**config.mk**
```make
export PLATFORM = sky130hd
export DESIGN_NAME = rms_relay_seq
export DESIGN_NICKNAME = d
export VERILOG_FILES = /design/src/rms_pkg.sv /design/src/rms_relay_seq.sv
export SDC_FILE = /design/constraint.sdc
export NUM_CORES = 2
export LEC_CHECK = 0
export BUFFER_PORTS_ARGS = -buffer_cell sky130_fd_sc_hd__buf_2
export CORE_MARGIN = 1
export CORE_UTILIZATION = 25
export CTS_BUF_LIST = sky130_fd_sc_hd__clkbuf_4
export DETAILED_ROUTE_END_ITERATION = 12
export HOLD_SLACK_MARGIN = 0.15
export SYNTH_ARGS = -nofsm -noshare
export SYNTH_HDL_FRONTEND = slang
export SYNTH_SLANG_ARGS = --single-unit
```
**constraint.sdc**
```tcl
create_clock -name ref_clk_i -period 129.2 [get_ports ref_clk_i]
set_input_delay 19.38 -clock ref_clk_i [delete_from_list [all_inputs] [get_ports ref_clk_i]]
set_output_delay 19.38 -clock ref_clk_i [all_outputs]
set_load 0.02 [all_outputs]
```
**src/rms_pkg.sv**
```systemverilog
/*
 Shared constants and types for the relay mode sequencer: register
 offsets, reset values, mode and step encodings, bus and status carriers.
 Assumes a single 200 MHz clock and a plain register port master.
*/
`default_nettype none

package rms_pkg;

   // ------------------------------------------------------------
   // Widths and timing
   // ------------------------------------------------------------
   localparam int RMS_TW = 16;
   localparam longint RMS_CLK_HZ = 200_000_000;
   localparam int RMS_TICK_S = 1; // Time base unit, seconds
   localparam int RMS_TICK_CYCLES = int'(RMS_CLK_HZ * RMS_TICK_S);
   localparam logic [6:0] RMS_PCT_FULL = 7'h64;

   // ------------------------------------------------------------
   // Register byte offsets
   // ------------------------------------------------------------
   localparam logic [7:0] RMS_A_CTRL = 8'h00;
   localparam logic [7:0] RMS_A_SETPT = 8'h04;
   localparam logic [7:0] RMS_A_PBAND = 8'h08;
   localparam logic [7:0] RMS_A_DBAND = 8'h0C;
   localparam logic [7:0] RMS_A_PERIOD = 8'h10;
   localparam logic [7:0] RMS_A_SAMPLE = 8'h14;
   localparam logic [7:0] RMS_A_HOLD = 8'h18;
   localparam logic [7:0] RMS_A_MAXBD = 8'h1C;
   localparam logic [7:0] RMS_A_WAIT = 8'h20;
   localparam logic [7:0] RMS_A_LIMIT = 8'h24;
   localparam logic [7:0] RMS_A_ONDLY = 8'h28;
   localparam logic [7:0] RMS_A_OFFDLY = 8'h2C;
   localparam logic [7:0] RMS_A_STATUS = 8'h30;
   localparam logic [7:0] RMS_A_POS = 8'h34;
   localparam logic [7:0] RMS_A_REMAIN = 8'h38;

   // ------------------------------------------------------------
   // Encodings and carriers
   // ------------------------------------------------------------
   typedef enum logic [1:0] {RMS_OFF, RMS_TPROP, RMS_ISAMP, RMS_MANUAL}
      rms_mode_e;
   typedef enum logic [1:0] {RMS_HOA_OFF, RMS_HOA_HAND, RMS_HOA_AUTO}
      rms_hoa_e;
   typedef enum logic [2:0] {ST_IDLE, ST_SAMPLE, ST_HOLD, ST_BLOW,
      ST_WAIT, ST_FREE} rms_step_e;

   typedef struct packed {
      logic [7:0] addr;
      logic [31:0] wdata;
      logic we;
      logic re;
   } rms_bus_s;

   typedef struct packed {
      logic [6:0] pct;
      logic [15:0] pos;
      rms_step_e step;
      logic [15:0] remain;
   } rms_status_s;

   localparam rms_mode_e RMS_RST_MODE = RMS_OFF;

endpackage

`default_nettype wire

```
**src/rms_relay_seq.sv**
```systemverilog
/*
 Relay output controller: time proportional, intermittent sampling with
 proportional blowdown, and manual mode with on and off delays.
 Assumes sensor readings and selector inputs synchronous to ref_clk_i.
*/
// Implementation choices: the register addresses and the address-and-strobe port.
// Functional notes
// - Time proportional: reading at set point keeps relay off all period.
// - Time proportional: reading one band off keeps relay on all period.
// - Time proportional reports on-time percent and position in period.
// - Intermittent sampling only allowed while heating/cooling modes on.
// - Each sampling cycle opens the valve for the sample time first.
// - Trapping on: close valve for hold time, read the trapped sample.
// - Trapped reading below set point: no blowdown, wait instead.
// - Trapped blowdown time scales with excess, maximum at full band.
// - Sample below set point: valve closed for wait time, then resample.
// - Trapping off: valve open untimed until reading drops below set point minus deadband.
// - Trapping off: relay drops once reading is deadband below set point.
// - Trapping off: output time limit ends an untimed blowdown.
// - Later relay claiming our sensor in sampling mode forces us off.
// - Sampling mode reports current step and time left in it.
// - Manual relay energised only for hand selector or linked request.
// - Manual activation delayed by on delay; zero means immediate.
// - Manual deactivation delayed by off delay; zero means immediate.
`timescale 1ns/1ps
`default_nettype none

module rms_relay_seq #(
   parameter int TICK_CYCLES = rms_pkg::RMS_TICK_CYCLES
)(
   input wire logic ref_clk_i,
   input wire logic rst_i,
   input wire rms_pkg::rms_bus_s bus_i,
   output logic [31:0] rd_data_o,
   input wire logic [15:0] sensor0_i,
   input wire logic [15:0] sensor1_i,
   input wire logic [1:0] hand_off_auto_selector_i,
   input wire logic link_activate_i,
   input wire logic claim_i,
   input wire logic claim_sensor_i,
   output logic relay_o,
   output rms_pkg::rms_status_s status_o
);

   // ------------------------------------------------------------
   // State
   // ------------------------------------------------------------
   typedef struct packed {
      rms_pkg::rms_mode_e mode;
      logic dir;
      logic trap;
      logic hvac;
      logic sel;
      logic [15:0] sp;
      logic [15:0] pb;
      logic [15:0] db;
      logic [15:0] per;
      logic [15:0] st;
      logic [15:0] ht;
      logic [15:0] mbt;
      logic [15:0] wt;
      logic [15:0] lim;
      logic [15:0] ond;
      logic [15:0] offd;
      logic [31:0] rdata;
      rms_pkg::rms_step_e step;
      logic [15:0] rem;
      logic [15:0] lcnt;
      logic [15:0] pos;
      logic [6:0] pct;
      logic relay;
      logic [15:0] dcnt;
      logic [31:0] tcnt;
   } rms_state_s;

   rms_state_s s_q;
   rms_state_s s_d;
   logic tick;
   logic [15:0] rd;
   logic signed [16:0] err;
   logic signed [16:0] excess;
   logic auto_on;
   logic want;
   logic is_auto;

   // Linear scale of a deviation over a band, clamped to [0, full]
   function automatic logic [15:0] scale(input logic signed [16:0] e,
      input logic [15:0] band, input logic [15:0] full);
      logic [31:0] prod;
      prod = 32'h0000_0000;
      if (e <= 17'sd0)
      begin
         return 16'h0000;
      end
      if (e[15:0] >= band)
      begin
         return full;
      end
      prod = e[15:0] * full;
      return 16'(prod / {16'h0000, band});
   endfunction

   // ------------------------------------------------------------
   // Shared terms
   // ------------------------------------------------------------
   // One-second enable; the divider keeps the design on one clock
   assign tick = (s_q.tcnt == 32'(TICK_CYCLES - 1));
   assign rd = s_q.sel ? sensor1_i : sensor0_i;
   assign err = s_q.dir ? ($signed({1'b0, rd}) - $signed({1'b0, s_q.sp}))
                        : ($signed({1'b0, s_q.sp}) - $signed({1'b0, rd}));
   assign excess = $signed({1'b0, rd}) - $signed({1'b0, s_q.sp});
   assign is_auto = (hand_off_auto_selector_i == rms_pkg::RMS_HOA_AUTO);

   // ------------------------------------------------------------
   // Next state
   // ------------------------------------------------------------
   always_comb
   begin
      s_d = s_q;
      s_d.rdata = 32'h0000_0000;
      s_d.tcnt = tick ? 32'h0000_0000 : s_q.tcnt + 32'h0000_0001;
      auto_on = 1'b0;
      want = 1'b0;
      // Register writes; sampling mode is refused while hvac is off
      if (bus_i.we)
      begin
         case (bus_i.addr)
            rms_pkg::RMS_A_CTRL:
            begin
               s_d.mode = rms_pkg::rms_mode_e'(bus_i.wdata[1:0]);
               if (s_d.mode == rms_pkg::RMS_ISAMP && !bus_i.wdata[4])
               begin
                  s_d.mode = s_q.mode;
               end
               s_d.dir = bus_i.wdata[2];
               s_d.trap = bus_i.wdata[3];
               s_d.hvac = bus_i.wdata[4];
               s_d.sel = bus_i.wdata[5];
            end
            rms_pkg::RMS_A_SETPT: s_d.sp = bus_i.wdata[15:0];
            rms_pkg::RMS_A_PBAND: s_d.pb = bus_i.wdata[15:0];
            rms_pkg::RMS_A_DBAND: s_d.db = bus_i.wdata[15:0];
            rms_pkg::RMS_A_PERIOD: s_d.per = bus_i.wdata[15:0];
            rms_pkg::RMS_A_SAMPLE: s_d.st = bus_i.wdata[15:0];
            rms_pkg::RMS_A_HOLD: s_d.ht = bus_i.wdata[15:0];
            rms_pkg::RMS_A_MAXBD: s_d.mbt = bus_i.wdata[15:0];
            rms_pkg::RMS_A_WAIT: s_d.wt = bus_i.wdata[15:0];
            rms_pkg::RMS_A_LIMIT: s_d.lim = bus_i.wdata[15:0];
            rms_pkg::RMS_A_ONDLY: s_d.ond = bus_i.wdata[15:0];
            rms_pkg::RMS_A_OFFDLY: s_d.offd = bus_i.wdata[15:0];
            default: s_d.rdata = 32'h0000_0000;
         endcase
      end
      // Dropping hvac or losing the sensor to a later relay ends sampling
      if (s_d.mode == rms_pkg::RMS_ISAMP && (!s_d.hvac ||
          (claim_i && claim_sensor_i == s_d.sel)))
      begin
         s_d.mode = rms_pkg::RMS_OFF;
      end
      // Register reads, answered in the next cycle
      if (bus_i.re)
      begin
         case (bus_i.addr)
            rms_pkg::RMS_A_CTRL:
               s_d.rdata = {26'h000_0000, s_q.sel, s_q.hvac, s_q.trap,
                  s_q.dir, s_q.mode};
            rms_pkg::RMS_A_SETPT: s_d.rdata = {16'h0000, s_q.sp};
            rms_pkg::RMS_A_PBAND: s_d.rdata = {16'h0000, s_q.pb};
            rms_pkg::RMS_A_DBAND: s_d.rdata = {16'h0000, s_q.db};
            rms_pkg::RMS_A_PERIOD: s_d.rdata = {16'h0000, s_q.per};
            rms_pkg::RMS_A_SAMPLE: s_d.rdata = {16'h0000, s_q.st};
            rms_pkg::RMS_A_HOLD: s_d.rdata = {16'h0000, s_q.ht};
            rms_pkg::RMS_A_MAXBD: s_d.rdata = {16'h0000, s_q.mbt};
            rms_pkg::RMS_A_WAIT: s_d.rdata = {16'h0000, s_q.wt};
            rms_pkg::RMS_A_LIMIT: s_d.rdata = {16'h0000, s_q.lim};
            rms_pkg::RMS_A_ONDLY: s_d.rdata = {16'h0000, s_q.ond};
            rms_pkg::RMS_A_OFFDLY: s_d.rdata = {16'h0000, s_q.offd};
            rms_pkg::RMS_A_STATUS:
               s_d.rdata = {20'h0_0000, s_q.relay, s_q.step, 1'b0, s_q.pct};
            rms_pkg::RMS_A_POS: s_d.rdata = {16'h0000, s_q.pos};
            rms_pkg::RMS_A_REMAIN: s_d.rdata = {16'h0000, s_q.rem};
            default: s_d.rdata = 32'h0000_0000;
         endcase
      end
      // Time proportional: percent is latched at each period start
      if (s_q.mode != rms_pkg::RMS_TPROP)
      begin
         s_d.pos = 16'h0000;
         s_d.pct = 7'(scale(err, s_q.pb, 16'(rms_pkg::RMS_PCT_FULL)));
      end
      else if (tick)
      begin
         if (s_q.pos + 16'h0001 >= s_q.per)
         begin
            s_d.pos = 16'h0000;
            s_d.pct = 7'(scale(err, s_q.pb, 16'(rms_pkg::RMS_PCT_FULL)));
         end
         else
         begin
            s_d.pos = s_q.pos + 16'h0001;
         end
      end
      // On while position share is below percent share: 0 % never, 100 %
      // always, so set point and full band hold for the whole period
      if (s_q.mode == rms_pkg::RMS_TPROP)
      begin
         auto_on = (32'(s_q.pos) * 32'h0000_0064)
                   < (32'(s_q.pct) * 32'(s_q.per));
      end
      // Intermittent sampling sequencer, only while automatic
      if (s_q.mode != rms_pkg::RMS_ISAMP || !is_auto)
      begin
         s_d.step = rms_pkg::ST_IDLE;
         s_d.rem = 16'h0000;
      end
      else
      begin
         if (tick && s_q.rem != 16'h0000)
         begin
            s_d.rem = s_q.rem - 16'h0001;
         end
         unique case (s_q.step)
            rms_pkg::ST_IDLE:
            begin
               s_d.step = rms_pkg::ST_SAMPLE;
               s_d.rem = s_q.st;
            end
            rms_pkg::ST_SAMPLE:
            begin
               if (s_q.rem == 16'h0000)
               begin
                  if (s_q.trap)
                  begin
                     s_d.step = rms_pkg::ST_HOLD;
                     s_d.rem = s_q.ht;
                  end
                  else if (rd < s_q.sp)
                  begin
                     s_d.step = rms_pkg::ST_WAIT;
                     s_d.rem = s_q.wt;
                  end
                  else
                  begin
                     s_d.step = rms_pkg::ST_FREE;
                     s_d.lcnt = 16'h0000;
                  end
               end
            end
            rms_pkg::ST_HOLD:
            begin
               if (s_q.rem == 16'h0000)
               begin
                  if (rd < s_q.sp)
                  begin
                     s_d.step = rms_pkg::ST_WAIT;
                     s_d.rem = s_q.wt;
                  end
                  else
                  begin
                     s_d.step = rms_pkg::ST_BLOW;
                     s_d.rem = scale(excess, s_q.pb, s_q.mbt);
                  end
               end
            end
            rms_pkg::ST_BLOW, rms_pkg::ST_WAIT:
            begin
               if (s_q.rem == 16'h0000)
               begin
                  s_d.step = rms_pkg::ST_SAMPLE;
                  s_d.rem = s_q.st;
               end
            end
            rms_pkg::ST_FREE:
            begin
               // Live reading is trusted here since the valve stays open
               if ({1'b0, rd} + {1'b0, s_q.db} < {1'b0, s_q.sp} ||
                   (s_q.lim != 16'h0000 && s_q.lcnt >= s_q.lim))
               begin
                  s_d.step = rms_pkg::ST_WAIT;
                  s_d.rem = s_q.wt;
               end
               else if (tick)
               begin
                  s_d.lcnt = s_q.lcnt + 16'h0001;
               end
            end
         endcase
         auto_on = (s_q.step == rms_pkg::ST_SAMPLE) ||
                   (s_q.step == rms_pkg::ST_BLOW) ||
                   (s_q.step == rms_pkg::ST_FREE);
      end
      // Relay drive; only manual mode applies the on and off delays
      if (s_q.mode == rms_pkg::RMS_MANUAL)
      begin
         want = (hand_off_auto_selector_i == rms_pkg::RMS_HOA_HAND) ||
                link_activate_i;
         if (want == s_q.relay)
         begin
            s_d.dcnt = 16'h0000;
         end
         else if ((want ? s_q.ond : s_q.offd) <= s_q.dcnt)
         begin
            s_d.relay = want;
            s_d.dcnt = 16'h0000;
         end
         else if (tick)
         begin
            s_d.dcnt = s_q.dcnt + 16'h0001;
         end
      end
      else
      begin
         if (s_q.mode != rms_pkg::RMS_OFF)
         begin
            want = (hand_off_auto_selector_i == rms_pkg::RMS_HOA_HAND) ||
                   (is_auto && auto_on);
         end
         s_d.relay = want;
         s_d.dcnt = 16'h0000;
      end
   end

   // ------------------------------------------------------------
   // Registers and outputs
   // ------------------------------------------------------------
   always_ff @(posedge ref_clk_i or posedge rst_i)
   begin
      if (rst_i)
      begin
         s_q <= '0;
         s_q.mode <= rms_pkg::RMS_RST_MODE;
      end
      else
      begin
         s_q <= s_d;
      end
   end

   assign rd_data_o = s_q.rdata;
   assign relay_o = s_q.relay;
   assign status_o = {s_q.pct, s_q.pos, s_q.step, s_q.rem};
endmodule

`default_nettype wire

```
==> impl_metrics.json <==
{
  "outcome": "finished clean",
  "vias": 89233,
  "clk_latency_ns": 1.00,
  "synth_cell_types": 146,
  "clkSinkCount": 305,
  "ys_seq_elements": 305,
  "fmax_ghz": 0.00796,
  "core_um2": 350000,
  "setup_violations": 0,
  "clockRootBuffer": "clkbuf_4",
  "max-slew-margin-rel_pct": 23.2,
  "worstPathRequired_ns": 129.94,
  "synth-edff-count": 0,
  "track_usage_pct": 16.7,
  "place_congestion": 0.945,
  "final_core_util_pct": 28.6,
  "ant_nets": 0,
  "rsz0062_at_grt": "true",
  "design_area_um2": 100000,
  "r2r_start": "s_q[315]$_DFF_PP0_",
  "vias_per_cell": 5.33,
  "rows": 217,
  "crit_path_start_kind": "input port",
  "port_buffers": 123,
  "synth_top_area_share_pct": 17.2,
  "wl_mm": 313,
  "min_from": "s_q[31]$_DFF_PP0_",
  "crit_path_start": "sensor1_i[5]",
  "dpl.hpwl_mm": 243,
  "cts_max_path_buffers": 3,
  "grt_pass1_vias": 82436,
  "cts_made_buffers": 80,
  "htree_levels": 3,
  "crit_path_max_incr_delay_ns": 0.63,
  "ys.flop_type": "dfrtp_1",
  "finalCritPeriodShare_pct": 97.2,
  "die_h_um": 596,
  "pre_cts_slack_ns": -1.57,
  "start_util_pct": 25.2,
  "syn_avg_cell_area_um2": 7.54,
  "synth_area_leaders": "ha_1 17%, dfrtp_1 8.7%, fa_1 6.6%",
  "end_kind": "flip-flop",
  "mappedNetlistArea_um2": 88200,
  "worst_path_most_repeated_cell": "o21a_1",
  "path_clk_slew_ns": 0.06,
  "wl_per_cell_um": 18.7,
  "drtPass1Iterations": 8,
  "tritoncts": "yes",
  "dpl_cell_area_um2": 96600,
  "remaining_drc_errors": 0,
  "hold_buffers": 0,
  "finalCriticalPeriod_ns": 125.64,
  "tightest_slew_ns": 1.15,
  "synth_warnings": 0,
  "finalHoldViolCount": 0,
  "grt_pass1_wl_mm": 477,
  "crit_slowest_cell": "mux2i_1",
  "die-area_um2": 355000,
  "synth_cells": 11698,
  "synth_seq_area_share_pct": 8.65,
  "ys_async_sr_fraction_pct": 100,
  "path_class": "in -> reg",
  "maxCapViolCount": 0,
  "grt_max_degree": 106,
  "io_pins": 156,
  "hold_path_class": "reg -> reg",
  "grt_remaining_overflow": 0,
  "slew_viol_final": 0,
  "nNetsFinal": 13646,
  "drive_gt1_share_pct": 14.7,
  "area_delta_synth_final_pct": 13.7,
  "ys_top_cells_by_count": "1212 x ha_1, 1014 x nor2_1, 928 x a21oi_1",
  "die_w_um": 596,
  "finClkSkew_ns": 0.121,
  "yosys.area.top_type": "ha_1",
  "critical_path.max_fanout": 10,
  "fin_ws_ns": 3.56,
  "antenna_found_initial": 12,
  "drt_iter0_drc": 6978,
  "yosysMostFrequentCell": "ha_1",
  "crit_arrival_ns": 126.38
}
[path summary, 6_finish.rpt]
kind	to	slack, ns	cells past startpoint
max in group asynchronous	status_o[35]$_DFFE_PP0P_	108.25	4
min in group asynchronous	status_o[0]$_DFF_PP0_	18.60	2
min reg2reg	s_q[31]$_DFF_PP0_	0.47	1
max reg2reg	status_o[0]$_DFF_PP0_	20.86	602
min	s_q[31]$_DFF_PP0_	0.47	1
max	status_o[0]$_DFF_PP0_	3.56	599
[timing repair]
item,4_1_cts,5_1_grt
gates resized for setup,13,305
endpoints found under the setup margin,1,5
endpoints found under the hold margin,0,0
pin swaps,2,207
gates cloned,0,8
buffers inserted,3,144
[placed cells by master, fill, tap and decap left out, types with 209 or more instances in the layout]
cell type  Yosys  routed
nor3_1       498     492
fa_1         289     288
o21ai_0      510     456
buf_4         78     604
a21oi_1      928     860
o21a_1       415     415
nand3_1      215     211
nor2_1      1014     968
and2_1       217     209
dfrtp_1      305     305
a21o_1       388     388
ha_1        1212    1201
nand2_1      923     919
xor2_1       268     263
inv_1        802     780
mux2_2       361     359
xnor2_1      480     474
[state kept, by name (all words and copies together), names as in the netlist]
| name | count |
|---|---|
| s_q | 246 |
| status_o | 42 |
| rd_data_o | 16 |
| relay_o | 1 |
[final cells by class]
type,instances,area [um^2]
Fill cell,37973,250000
Antenna cell,11,27.5
Multi-Input combinational cell,10119,77100
Timing Repair Buffer,751,5580
Clock buffer,117,878
Tap cell,4599,5750
Sequential cell,305,7630
Clock inverter,28,254
Inverter,807,3060
[per-layer routing]
layer	share of wire [%]	vias up	GRT usage (%)
met1	45	42716	22.6
met5	0.0099	-	0
li1	-	43200	-
met4	3.7	4	5.43
met3	7.1	551	2.50
met2	44	2762	27.1
[stage by stage]
step           cells  hold slack, ns  TNS (ns)
6_report       16737           0.472         0
5_1_grt        16731           0.492     -3.05
4_1_cts        16574           0.482         0
3_5_place_dp   16426           0.469     -1.57
3_3_place_gp   16426           0.470    -0.478
2_1_floorplan  11713           0.447         0
[kinds of logic (layout without fill, tap and decap cells)]
family	Yosys count	count (layout)	synth area share (%)
buffers and inverters	1291	1703	5.87
other	1	27	0.00425
adder cells (fa/ha/maj)	1506	1506	23.8
AND/OR/NAND/NOR	3989	3990	22.5
multiplexers	488	489	6.08
AO/OA/AOI/OAI	3361	3361	25.4
XOR/XNOR	757	757	7.63
flip-flops	305	305	8.65
[critical path, delay by kind of cell]
family	cells	cell delay (ns)
xor+xnor	1	0.31
buf+inv	32	3.04
fa+ha+maj	40	12.63
compound gates	406	71.04
mux	5	1.74
simple gates	115	18.12
Power is left out: the tool's default activity adds up to more than one toggle a clock period on the data nets, which glitch-free logic cannot reach.
